## config.mk

```make
export PLATFORM = sky130hd
export DESIGN_NAME = cbr_request_lines
export DESIGN_NICKNAME = d
export VERILOG_FILES = /design/src/shared/cbr_pkg.sv /design/src/design/cbr_sync.sv /design/src/design/cbr_request_lines.sv
export SDC_FILE = /design/constraint.sdc
export NUM_CORES = 1
export LEC_CHECK = 0
export ABC_AREA = 1
export BUFFER_PORTS_ARGS = -buffer_cell sky130_fd_sc_hd__buf_2
export CORE_AREA = 8 8 84 86
export CTS_CLUSTER_SIZE = 40
export DETAILED_ROUTE_END_ITERATION = 8
export DIE_AREA = 0 0 92 94
export SLEW_MARGIN = 20
export SYNTH_ARGS = -nofsm -noshare
export SYNTH_HDL_FRONTEND = slang
export SYNTH_SLANG_ARGS = --single-unit
```

## constraint.sdc

```tcl
create_clock -name clk -period 1.7 [get_ports clk]
set_input_delay 0 -clock clk [delete_from_list [all_inputs] [get_ports clk]]
set_output_delay 0 -clock clk [all_outputs]
set_load 0.01 [all_outputs]
```

## src/shared/cbr_pkg.sv

```systemverilog
/*
 * Package for the card bus request block: line counts, reset values,
 * timing constants and the carrier structs shared by the design files.
 * Assumes a single 10 MHz clock domain.
 */
package cbr_pkg;

    localparam int CBR_IRQ_LINES = 15;
    localparam int CBR_DMA_CHANS = 4;
    localparam int CBR_IRQ_IDX_W = 4;
    localparam int CBR_DMA_IDX_W = 2;

    // Channel users are fixed.
    localparam logic [1:0] CBR_CH_DISPLAY = 2'h0;
    localparam logic [1:0] CBR_CH_DISK = 2'h1;
    localparam logic [1:0] CBR_CH_GRAPHICS = 2'h2;
    localparam logic [1:0] CBR_CH_AUX = 2'h3;

    // Bus timing reference and the local clock.
    localparam real CBR_BUS_CLK_MHZ = 4.9152;
    localparam real CBR_CLK_MHZ = 10.0;
    localparam int CBR_SYNC_STAGES = 2;

    // Reset values of the line drivers.
    localparam logic CBR_POWER_OFF_RST = 1'h0;
    localparam logic [3:0] CBR_GRANT_RST = 4'h0;
    localparam logic [14:0] CBR_IRQ_IDLE_N = 15'h7FFF;

    typedef struct packed {
        logic [CBR_IRQ_LINES-1:0] interrupt_request_lines_n;
        logic [CBR_DMA_CHANS-1:0] dma_service_request;
    } cbr_card_req_t;

    typedef struct packed {
        logic valid;
        logic [CBR_IRQ_IDX_W-1:0] line;
    } cbr_irq_out_t;

    typedef struct packed {
        logic [CBR_DMA_CHANS-1:0] dma_grant;
        logic final_count_pulse;
        logic [CBR_DMA_IDX_W-1:0] active_chan;
    } cbr_dma_out_t;

endpackage

```

## src/design/cbr_sync.sv

```systemverilog
/*
 * Two-flop synchroniser for a vector of request lines.
 * Assumes inputs may change at any time relative to clk.
 */
`timescale 1ns/100ps
`default_nettype none
module cbr_sync #(
    parameter int WIDTH = 1,
    parameter logic [WIDTH-1:0] RST_VAL = '0
) (
    input wire logic clk,
    input wire logic rst,
    input wire logic [WIDTH-1:0] d,
    output logic [WIDTH-1:0] q
);
    logic [WIDTH-1:0] meta_r;
    logic [WIDTH-1:0] q_r;

    // The first stage feeds only the second one.
    always_ff @(posedge clk or posedge rst) begin
        if (rst) begin
            meta_r <= RST_VAL;
            q_r <= RST_VAL;
        end else begin
            meta_r <= d;
            q_r <= meta_r;
        end
    end

    assign q = q_r;
endmodule
`default_nettype wire

```

## src/design/cbr_request_lines.sv

```systemverilog
/*
 * Request and acknowledge logic for the card-cage bus: interrupt request
 * prioritisation, DMA grant handling and the power-off command line.
 * Assumes cards drive requests asynchronously and that the board-side
 * controllers supply acknowledge, transfer-done and power-off commands
 * synchronous to clk.
 */
// What this block does
// Power-off line high commands supply off
// Fifteen active-low interrupt request lines from cards
// Card holds interrupt until processor acknowledges
// Line zero highest priority, last lowest
// Card holds DMA request until grant
// Channels: display, disk, graphics, auxiliary
// Grant line driven high on acceptance
// Timing referred to the system clock
// One-clock high pulse at terminal count
// Synchronise all incoming request lines first
`timescale 1ns/100ps
`default_nettype none
module cbr_request_lines
    import cbr_pkg::*;
(
    input wire logic clk,
    input wire logic rst,
    input wire cbr_card_req_t card_req,
    input wire logic irq_ack,
    input wire logic dma_enable,
    input wire logic dma_done,
    input wire logic power_off_req,
    output logic power_off_command,
    output cbr_irq_out_t irq_out,
    output cbr_dma_out_t dma_out
);
    typedef enum logic [1:0] {
        CBR_DMA_IDLE,
        CBR_DMA_GRANT,
        CBR_DMA_FINISH
    } cbr_dma_state_t;

    logic [CBR_IRQ_LINES-1:0] irq_n_sync;
    logic [CBR_DMA_CHANS-1:0] drq_sync;

    // synchronise card lines
    cbr_sync #(
        .WIDTH(CBR_IRQ_LINES),
        .RST_VAL(CBR_IRQ_IDLE_N)
    ) u_irq_sync (
        .clk(clk),
        .rst(rst),
        .d(card_req.interrupt_request_lines_n),
        .q(irq_n_sync)
    );

    // synchronise DMA requests
    cbr_sync #(
        .WIDTH(CBR_DMA_CHANS),
        .RST_VAL(CBR_GRANT_RST)
    ) u_drq_sync (
        .clk(clk),
        .rst(rst),
        .d(card_req.dma_service_request),
        .q(drq_sync)
    );

    // requests are active low
    wire [CBR_IRQ_LINES-1:0] irq_pending = ~irq_n_sync;

    // lowest index wins
    logic [CBR_IRQ_IDX_W-1:0] irq_win;
    always_comb begin
        irq_win = '0;
        for (int i = CBR_IRQ_LINES - 1; i >= 0; i--) begin
            if (irq_pending[i]) begin
                irq_win = CBR_IRQ_IDX_W'(i);
            end
        end
    end
    wire irq_any = |irq_pending;

    // The chosen line is frozen while presented so the processor's
    // acknowledge always refers to the line it saw; a card keeps its
    // line low until then, so nothing is lost.
    logic irq_valid_r;
    logic [CBR_IRQ_IDX_W-1:0] irq_line_r;
    logic irq_valid_nxt;
    logic [CBR_IRQ_IDX_W-1:0] irq_line_nxt;

    // After an acknowledge the card releases its line at once, but the
    // synchroniser still shows it low for CBR_SYNC_STAGES more edges. The
    // quiet count keeps that stale level from coming back as a phantom
    // interrupt; the price is three idle cycles between interrupts.
    logic [1:0] irq_quiet_r;
    logic [1:0] irq_quiet_nxt;
    wire irq_taken = irq_valid_r & irq_ack;
    wire irq_quiet = |irq_quiet_r;

    // hold until acknowledge
    assign irq_valid_nxt = irq_valid_r ? ~irq_ack : (irq_any & ~irq_quiet);
    assign irq_line_nxt = irq_valid_r ? irq_line_r : irq_win;
    assign irq_quiet_nxt = irq_taken ? 2'(CBR_SYNC_STAGES) : (irq_quiet ? irq_quiet_r - 2'h1 : irq_quiet_r);

    always_ff @(posedge clk or posedge rst) begin
        if (rst) begin
            irq_valid_r <= 1'h0;
            irq_line_r <= '0;
            irq_quiet_r <= '0;
        end else begin
            irq_valid_r <= irq_valid_nxt;
            irq_line_r <= irq_line_nxt;
            irq_quiet_r <= irq_quiet_nxt;
        end
    end

    // DMA arbitration: fixed priority, channel 0 (display) highest, as
    // refresh of the screen cannot wait behind disk transfers.
    // fixed channel users
    logic [CBR_DMA_IDX_W-1:0] dma_win;
    always_comb begin
        dma_win = CBR_CH_AUX;
        if (drq_sync[CBR_CH_GRAPHICS]) begin
            dma_win = CBR_CH_GRAPHICS;
        end
        if (drq_sync[CBR_CH_DISK]) begin
            dma_win = CBR_CH_DISK;
        end
        if (drq_sync[CBR_CH_DISPLAY]) begin
            dma_win = CBR_CH_DISPLAY;
        end
    end
    wire dma_any = |drq_sync;

    cbr_dma_state_t state_r;
    cbr_dma_state_t state_nxt;
    logic [CBR_DMA_IDX_W-1:0] chan_r;
    logic [CBR_DMA_IDX_W-1:0] chan_nxt;
    logic [CBR_DMA_CHANS-1:0] grant_r;
    logic [CBR_DMA_CHANS-1:0] grant_nxt;
    logic tc_r;
    logic tc_nxt;

    // A card drops its request on seeing the grant, yet the synchroniser
    // keeps showing it for CBR_SYNC_STAGES more edges. Without this quiet
    // count the released channel would be granted a second time at once.
    logic [1:0] dma_quiet_r;
    logic [1:0] dma_quiet_nxt;
    wire dma_quiet = |dma_quiet_r;
    wire dma_release = (state_r == CBR_DMA_FINISH);
    assign dma_quiet_nxt = dma_release ? 2'(CBR_SYNC_STAGES) : (dma_quiet ? dma_quiet_r - 2'h1 : dma_quiet_r);

    always_comb begin
        state_nxt = state_r;
        chan_nxt = chan_r;
        grant_nxt = grant_r;
        tc_nxt = 1'h0;
        unique case (state_r)
            CBR_DMA_IDLE: begin
                // A request seen inside the quiet window may be stale, so
                // nothing is granted until the window has passed.
                if (dma_enable && dma_any && !dma_quiet) begin
                    chan_nxt = dma_win;
                    // grant driven high
                    grant_nxt = CBR_DMA_CHANS'(1) << dma_win;
                    state_nxt = CBR_DMA_GRANT;
                end
            end
            CBR_DMA_GRANT: begin
                if (dma_done) begin
                    // one-clock terminal pulse
                    tc_nxt = 1'h1;
                    state_nxt = CBR_DMA_FINISH;
                end
            end
            CBR_DMA_FINISH: begin
                // Grant drops together with the end of the pulse.
                grant_nxt = CBR_GRANT_RST;
                state_nxt = CBR_DMA_IDLE;
            end
            // The fourth code is unused; a corrupted state returns to idle.
            default: begin
                state_nxt = CBR_DMA_IDLE;
            end
        endcase
    end

    // all timing on clk
    always_ff @(posedge clk or posedge rst) begin
        if (rst) begin
            state_r <= CBR_DMA_IDLE;
            chan_r <= '0;
            grant_r <= CBR_GRANT_RST;
            tc_r <= 1'h0;
            dma_quiet_r <= '0;
        end else begin
            state_r <= state_nxt;
            chan_r <= chan_nxt;
            grant_r <= grant_nxt;
            tc_r <= tc_nxt;
            dma_quiet_r <= dma_quiet_nxt;
        end
    end

    // power-off command
    logic power_off_r;
    always_ff @(posedge clk or posedge rst) begin
        if (rst) begin
            power_off_r <= CBR_POWER_OFF_RST;
        end else begin
            power_off_r <= power_off_req;
        end
    end

    // Every output leaves straight from a register, so cards see no glitches.
    assign power_off_command = power_off_r;
    assign irq_out.valid = irq_valid_r;
    assign irq_out.line = irq_line_r;
    assign dma_out.dma_grant = grant_r;
    assign dma_out.final_count_pulse = tc_r;
    assign dma_out.active_chan = chan_r;
endmodule
`default_nettype wire

```

==> key figures, run 1 <==
Floorplanning
  – Die Y: 94 um
  – Site Rows: 28
  – Full die area: 8650 um^2
  – I/O pin count: 38
  – Total core area: 5750 um^2
  – Die Wd: 92 um
  – Initial core utilization: 0.338

Power
  – Internal: 2.84 mW
  – Sw power: 0.957 mW
  – Total power: 3.79 mW
  – Sw Share: 0.252
  – Pwr dens: 1420 nW/um^2
  – Combinational share of power: 0.174
  – Leak Pwr: 1.27 nW
  – Seq pwr share: 0.457
  – Peak supply drop: 0.869 mV
  – Clock Power Share: 0.369

Synth
  – Synth cell count leaders: nand2_1, dfstp_2, dfrtp_1
  – FF+latch count, synth: 57
  – Synth Flop Type: dfstp_2
  – Post-synthesis sequential area ratio: 0.753
  – Top cells by area, synth: dfstp_2, dfrtp_1, nand2_1
  – Number of synthesized flops with an enable pin: 0
  – Count leader, synth: nand2_1
  – Synth Area per Inst: 12.6 um^2
  – Mapped cell area: 1940 um^2
  – Synth unique cells: 21
  – Synth Net Count: 181
  – Top cell type's share of synthesized area: 0.405
  – Gate Count Post-Synth: 154
  – Synth area leader: dfstp_2
  – Yosys warns: 0
  – FFs w/ async S/R, synth: 1.00

CTS
  – # Post-CTS Setup Buffers: 0
  – H-tree levels: 3
  – Total CTS buffers: 9
  – Clk pin slew, worst setup/hold paths: 0.06 ns
  – Worst-skew pair later-pin latency: 0.31 ns
  – CTS Root Cell: clkbuf_8
  – Longest Clk Path Bufs: 2
  – CTS tree: built
  – Post-CTS Resized: 0
  – TritonCTS Sinks: 57

Global routing
  – Total track usage: 0.0848
  – Vias in the first global route: 1316
  – Initial antenna violation count: 0
  – Grt total ovfl: 0
  – Largest net degree at the start of global routing: 31
  – Global-route wire length before repair: 5.66 mm

Worst setup path
  – Crit path largest cell delay: 0.38 ns
  – CP delay by family, top: flip-flops
  – Crit Path Class: reg2reg
  – Worst Setup End Kind: register
  – Worst path bufs/invs: 2
  – CP arrival: 1.61 ns
  – Worst path slowest cell: dfrtp_1
  – Setup crit start kind: register
  – Worst path cell trace: inv_1, ha_1, nand3_2, a31oi_4, inv_2, nand3_1, o21ai_0
  – Crit-path max FO: 7
  – Crit path required time: 1.89 ns

STA
  – Rel. slew slack: 0.615
  – Worst clock skew: 0.00695 ns
  – PnR worst setup slack: 0.282 ns
  – Fmax achieved: 0.705 GHz
  – Setup TNS Final: 0 ns
  – Final min period: 1.42 ns
  – Max Transition Viols Final: 0
  – Fin crit share: 0.834
  – RSZ-0062 raised after global routing: no
  – Worst-margin pin slew: 0.577 ns
  – Final hold slack: 0.0300 ns
  – Final setup vio count: 0
  – Hold Fails Final Rpt: 0

Layout
  – Post-route cell area: 2670 um^2
  – Diode count: 0
  – Share of layout cells above drive strength 1: 0.379
  – Finished Layout Cells: 302
  – Layout area overhead: 37.5%
  – Total Nets Final: 250
  – Final core occ: 0.465
  – Fill cells: 545

Route
  – Drt drc: 0
  – Avg WL per Cell: 10.7 um
  – Drt pass-1 iters: 4
  – Via count: 1259
  – First DRT Iteration DRCs: 62
  – ANT nets after route: 0
  – Post-Route WL: 3.24 mm
  – Vias per cell: 4.17

Placed design
  – Inst Count DP: 264
  – Final Wtd Congestion: 0.743
  – Port bufs: 37
  – Post-DP HPWL: 2.32 mm
  – Post-DP Area: 2210 um^2
  – Post-Place Worst Slack: 0.296 ns

Status
  – Status: finished, final reports clean

Min path
  – Hold WC Path Type: in2reg

Run
  – Max-cap violations: 0
[cell usage in the layout (no fill, tap or decap)]
cell type      netlist  layout
bufinv_16            0       2
a31oi_1              1       1
dfstp_2             30      30
dlygate4sd3_1        0      23
nor2_1               9       9
xor2_1               1       1
nand3_2              1       1
nand3_1              7       7
inv_2                1       2
o21ai_1              2       2
inv_1               15      14
ha_1                 2       2
dfrtp_1             27      27
buf_2                0      37
a31oi_4              1       1
o41ai_1              1       1
nand2_1             35      35
clkbuf_1             0       1
o211ai_1             4       4
nor3_1               1       1
nand4_1              1       1
clkbuf_8             1      12
buf_12               0       1
a21oi_1              4       4
o21ai_0              8       8
[timing repair]
action,4_1_cts,5_1_grt
hold endpoints to repair,43,0
setup endpoints to repair,0,0
hold buffers,23,0
[worst register-to-register path, cell delays in order (launching register included)]
cell and delay (ns):
dfrtp_1 0.38, inv_1 0.06, ha_1 0.23, nand3_2 0.16, a31oi_4 0.21, inv_2 0.10, nand3_1 0.08, o21ai_0 0.07
[logic make-up (layout without fill, tap and decap cells)]
group	Yosys count	count (layout)	share of synthesized area
simple gates	54	54	0.114
flops	57	57	0.753
fa+ha+maj	2	2	0.0129
compound gates	21	21	0.0701
xor+xnor	1	1	0.00451
buf+inv	19	92	0.0457
[layer usage]
metal  GRT usage  vias up  wire [um]
li1            -      633          -
met1      0.0966      590       1450
met2       0.128       31       1580
met3      0.0336        5        157
met4      0.0604        0         60
met5           0        -          0
[power by group through the flow]
| stage | combinational (mW) | clock, mW | sequential (mW) |
|---|---|---|---|
| 2_1_floorplan | 0.449 | 0 | 1.75 |
| 3_3_place_gp | 0.621 | 0 | 1.75 |
| 3_5_place_dp | 0.640 | 0 | 1.76 |
| 4_1_cts | 0.683 | 1.45 | 1.74 |
| 5_1_grt | 0.761 | 1.51 | 1.76 |
| 6_report | 0.662 | 1.40 | 1.73 |
[sequential cells by signal, summed over array words and instances, names as in the netlist]
name,cells
tc_r,1
chan_r,2
state_r,2
dma_quiet_r,2
irq_quiet_r,2
grant_r,4
irq_valid_r,1
u_irq_sync.q,15
u_drq_sync.q,4
u_irq_sync.meta_r,15
power_off_command,1
irq_line_r,4
u_drq_sync.meta_r,4
[worst paths after layout]
| kind | cells past startpoint | startpoint | slack [ns] | end |
|---|---|---|---|---|
| max in group asynchronous | 4 | rst | 0.78 | u_irq_sync.meta_r[2]$_DFF_PP1_ |
| min in group asynchronous | 3 | rst | 0.29 | state_r[1]$_DFFE_PP0P_ |
| worst max register to register | 7 | dma_quiet_r[0]$_DFFE_PP0P_ | 0.28 | grant_r[1]$_DFFE_PP0P_ |
| worst min register to register | 0 | u_drq_sync.meta_r[2]$_DFF_PP0_ | 0.35 | u_drq_sync.q[2]$_DFF_PP0_ |
| worst min-delay path | 3 | dma_enable | 0.03 | grant_r[0]$_DFFE_PP0P_ |
| worst max-delay path | 7 | dma_quiet_r[0]$_DFFE_PP0P_ | 0.28 | grant_r[1]$_DFFE_PP0P_ |
[final cells by class]
cell class / count / area [um^2] / area share
inverter: 16 / 60.1 / 0.0225
multi-input combinational: 78 / 392 / 0.146
tap: 75 / 93.8 / 0.0351
timing repair buffer: 61 / 435 / 0.163
clock buffer: 13 / 169 / 0.0632
sequential: 57 / 1460 / 0.547
clock inverter: 2 / 60.1 / 0.0225
Power figures use the tool's default switching activity.
==> run 2: changes to the inputs <==
Settings changed: ABC_AREA 1 to 0, CORE_AREA 8 8 84 86 to 8 8 85 87, DIE_AREA 0 0 92 94 to 0 0 93 95.
Clock period 1.7 ns to 1.4 ns, I/O delays scaled along.
==> key figures, run 2 <==
Global routing
  – Vias in the first global route: 1428 (+8.5%)
  – Global-route wire length before repair: 6.58 mm (+16%)
  – Grt total ovfl: 0 (unchanged)
  – Total track usage: 0.0981 (+0.0133)
  – Initial antenna violation count: 0 (unchanged)
  – Largest net degree at the start of global routing: 58 (+87%)

Route
  – Drt pass-1 iters: 3 (-1)
  – ANT nets after route: 0 (unchanged)
  – Drt drc: 0 (unchanged)
  – Via count: 1258 (-0.079%)
  – Vias per cell: 4.25 (+1.9%)
  – Avg WL per Cell: 12.6 um (+18%)
  – Post-Route WL: 3.74 mm (+15%)
  – First DRT Iteration DRCs: 38 (-39%)

Layout
  – Commonest non-fill, non-tap cell in the layout: buf_2
  – Finished Layout Cells: 296 (-2.0%)
  – Post-route cell area: 2870 um^2 (+7.3%)
  – Total Nets Final: 243 (-2.8%)
  – Layout area overhead: 45.2%
  – Diode count: 0 (unchanged)
  – Share of layout cells above drive strength 1: 0.489 (+0.110)
  – Commonest cells after routing, fill and taps aside: buf_2, dfstp_2, dfrtp_1, dlygate4sd3_1

Floorplanning
  – Total core area: 5820 um^2 (+1.2%)
  – Site Rows: 28 (unchanged)
  – Initial core utilization: 0.340 (+0.00130)
  – Die Y: 95 um (+1.1%)
  – I/O pin count: 38 (unchanged)
  – Full die area: 8840 um^2 (+2.2%)
  – Die Wd: 93 um (+1.1%)

Synth
  – Synth Flop Type: dfstp_2
  – Synth Area per Inst: 14.5 um^2 (+15%)
  – Count leader, synth: dfstp_2
  – Synth cell count leaders: dfstp_2, dfrtp_1, nor2_1
  – Synth Net Count: 163 (-9.9%)
  – Synth unique cells: 35 (+67%)
  – Post-synthesis sequential area ratio: 0.741 (-0.0119)
  – Number of synthesized flops with an enable pin: 0 (unchanged)
  – Top cell type's share of synthesized area: 0.399 (-0.00642)
  – FFs w/ async S/R, synth: 1.00 (unchanged)
  – Synth area leader: dfstp_2
  – Top cells by area, synth: dfstp_2, dfrtp_1, a21oi_1
  – FF+latch count, synth: 57 (unchanged)
  – Mapped cell area: 1980 um^2 (+1.6%)
  – Gate Count Post-Synth: 136 (-12%)
  – Yosys warns: 0 (unchanged)

Placed design
  – Inst Count DP: 255 (-3.4%)
  – Port bufs: 37 (unchanged)
  – Final Wtd Congestion: 0.772 (+3.9%)
  – Post-DP Area: 2340 um^2 (+5.7%)
  – Post-DP HPWL: 2.54 mm (+9.5%)

Min path
  – Hold Startpoint: dma_enable
  – Worst Hold Path EP: grant_r[2]$_DFFE_PP0P_
  – Hold WC Path Type: in2reg
  – Worst Hold Depth: 4 (+1)

CTS
  – CTS tree: built
  – Worst-skew pair later-pin latency: 0.33 ns (+0.02 ns)
  – TritonCTS Sinks: 57 (unchanged)
  – Longest Clk Path Bufs: 2 (unchanged)
  – H-tree levels: 3 (unchanged)
  – Total CTS buffers: 9 (unchanged)
  – CTS Root Cell: clkbuf_8
  – Clk pin slew, worst setup/hold paths: 0.07 ns (about the same)

STA
  – Rel. slew slack: 0.783 (+0.168)
  – Max Transition Viols Final: 0 (unchanged)
  – Fin crit share: 1.00 (+0.169)
  – Final hold slack: 0.101 ns (+0.0709 ns)
  – Setup TNS Final: -0.00402 ns (-0.00402 ns)
  – Final setup vio count: 1 (+1)
  – Final min period: 1.40 ns (-0.0137 ns)
  – PnR worst setup slack: -0.00402 ns (-0.286 ns)
  – Worst-margin pin slew: 0.321 ns (-0.256 ns)
  – Hold Fails Final Rpt: 0 (unchanged)
  – Worst clock skew: 0.00867 ns (+0.00172 ns)
  – Fmax achieved: 0.712 GHz (+0.97%)
  – RSZ-0062 raised after global routing: yes

Worst setup path
  – Setup crit start kind: register
  – Register-to-Register Path Depth: 3 (-4)
  – Worst path cell trace: or3_4, o21ai_4, mux2_4
  – CP arrival: 1.62 ns (about the same)
  – Crit path largest cell delay: 0.40 ns (+0.02 ns)
  – Crit-path max FO: 5 (-2)
  – Crit Path Class: reg2reg
  – Worst flop-to-flop path startpoint: u_drq_sync.q[2]$_DFF_PP0_
  – Register-to-register setup slack: -0.004 ns (-0.29 ns)
  – Worst Setup End Kind: register
  – FF-to-FF End: chan_r[0]$_DFFE_PP0P_
  – Crit path required time: 1.62 ns (-0.27 ns)
  – Worst path slowest cell: or3_4

Status
  – Status: finished, violations left
  – Failing checks: setup timing

Power
  – Internal: 3.81 mW (+34%)
  – Pwr dens: 1780 nW/um^2 (+26%)
  – Sw Share: 0.255 (+0.00304)
  – Peak supply drop: 0.823 mV (-5.3%)
  – Sw power: 1.31 mW (+36%)
  – Total power: 5.11 mW (+35%)
  – Clock Power Share: 0.376 (+0.007)
  – Seq pwr share: 0.416 (-0.041)
  – Leak Pwr: 1.32 nW (+3.7%)
  – Combinational share of power: 0.208 (+0.034)

Run
  – Max-cap violations: 0 (unchanged)
[run 2: changes by cell type after synthesis, sizes merged, moves of 3 or more]
cell and delta:
nand2b +4, a21oi +3, nand2 -26, nand3 -4, o21ai -7, inv -8
[run 2: per-layer routing]
layer | vias up | wire length [um] | GRT usage
met5 | - | 0 | 0
met4 | 0 | 87 | 0.0564
met3 | 8 | 148 | 0.0437
met2 | 28 | 1840 | 0.153
met1 | 595 | 1670 | 0.110
li1 | 627 | - | -
[run 2: worst max path at each step]
stage                     slack [ns]                    end                       start  cells after the start
after floorplan                -0.06  chan_r[0]$_DFFE_PP0P_  dma_quiet_r[0]$_DFFE_PP0P_                      6
after global placement         -0.02  chan_r[0]$_DFFE_PP0P_  dma_quiet_r[0]$_DFFE_PP0P_                      6
after detailed placement       -0.04  chan_r[0]$_DFFE_PP0P_  dma_quiet_r[0]$_DFFE_PP0P_                      6
after CTS                     -0.005  chan_r[0]$_DFFE_PP0P_   u_drq_sync.q[2]$_DFF_PP0_                      3
after global routing           -0.03  chan_r[0]$_DFFE_PP0P_   u_drq_sync.q[1]$_DFF_PP0_                      3
final                         -0.004  chan_r[0]$_DFFE_PP0P_   u_drq_sync.q[2]$_DFF_PP0_                      3
[run 2: power by group through the flow]
stage	clock [mW]	combinational (mW)	sequential [mW]
2_1_floorplan	0	0.631	2.15
3_3_place_gp	0	0.946	2.15
3_5_place_dp	0	0.983	2.15
4_1_cts	1.98	1.05	2.13
5_1_grt	2.06	1.18	2.17
6_report	1.92	1.06	2.13
[run 2: through the flow]
stage	util	setup WS [ns]
6_report	0.493	-0.00402
5_1_grt	0.493	-0.0343
4_1_cts	0.489	-0.00529
3_5_place_dp	0.403	-0.0385
3_3_place_gp	0.403	-0.0200
2_1_floorplan	-	-0.0624
[run 2: cells by family (layout without fill, tap and decap cells)]
family          count (synthesis)  in the layout  share of synthesized area
compound gates                 23             23                     0.0849
fa+ha+maj                       2              2                     0.0127
xor+xnor                        2              2                    0.00887
buf+inv                        11             96                     0.0247
flops                          57             57                      0.741
simple gates                   37             37                      0.103
mux                             4              4                     0.0253
[run 2: what timing repair did]
action	4_1_cts	5_1_grt
pin swaps	1	0
buffers inserted	1	1
cloned	0	0
setup endpoints to repair	3	5
gates resized for setup	0	2
hold buffers	23	0
hold endpoints to repair	83	0
[run 2: cell type report]
cell class,count,area [um^2]
Timing Repair Buffer,72,518
Fill cell,525,2950
Multi-Input combinational cell,68,495
Clock buffer,13,201
Inverter,8,30.0
Sequential cell,57,1460
Tap cell,75,93.8
Clock inverter,3,65.1
[run 2: worst max-delay path: cells and delay by family (launching register included)]
kind            cells  cell delay, ns
compound gates      1            0.20
mux                 1            0.32
simple gates        1            0.40
flops               1            0.37
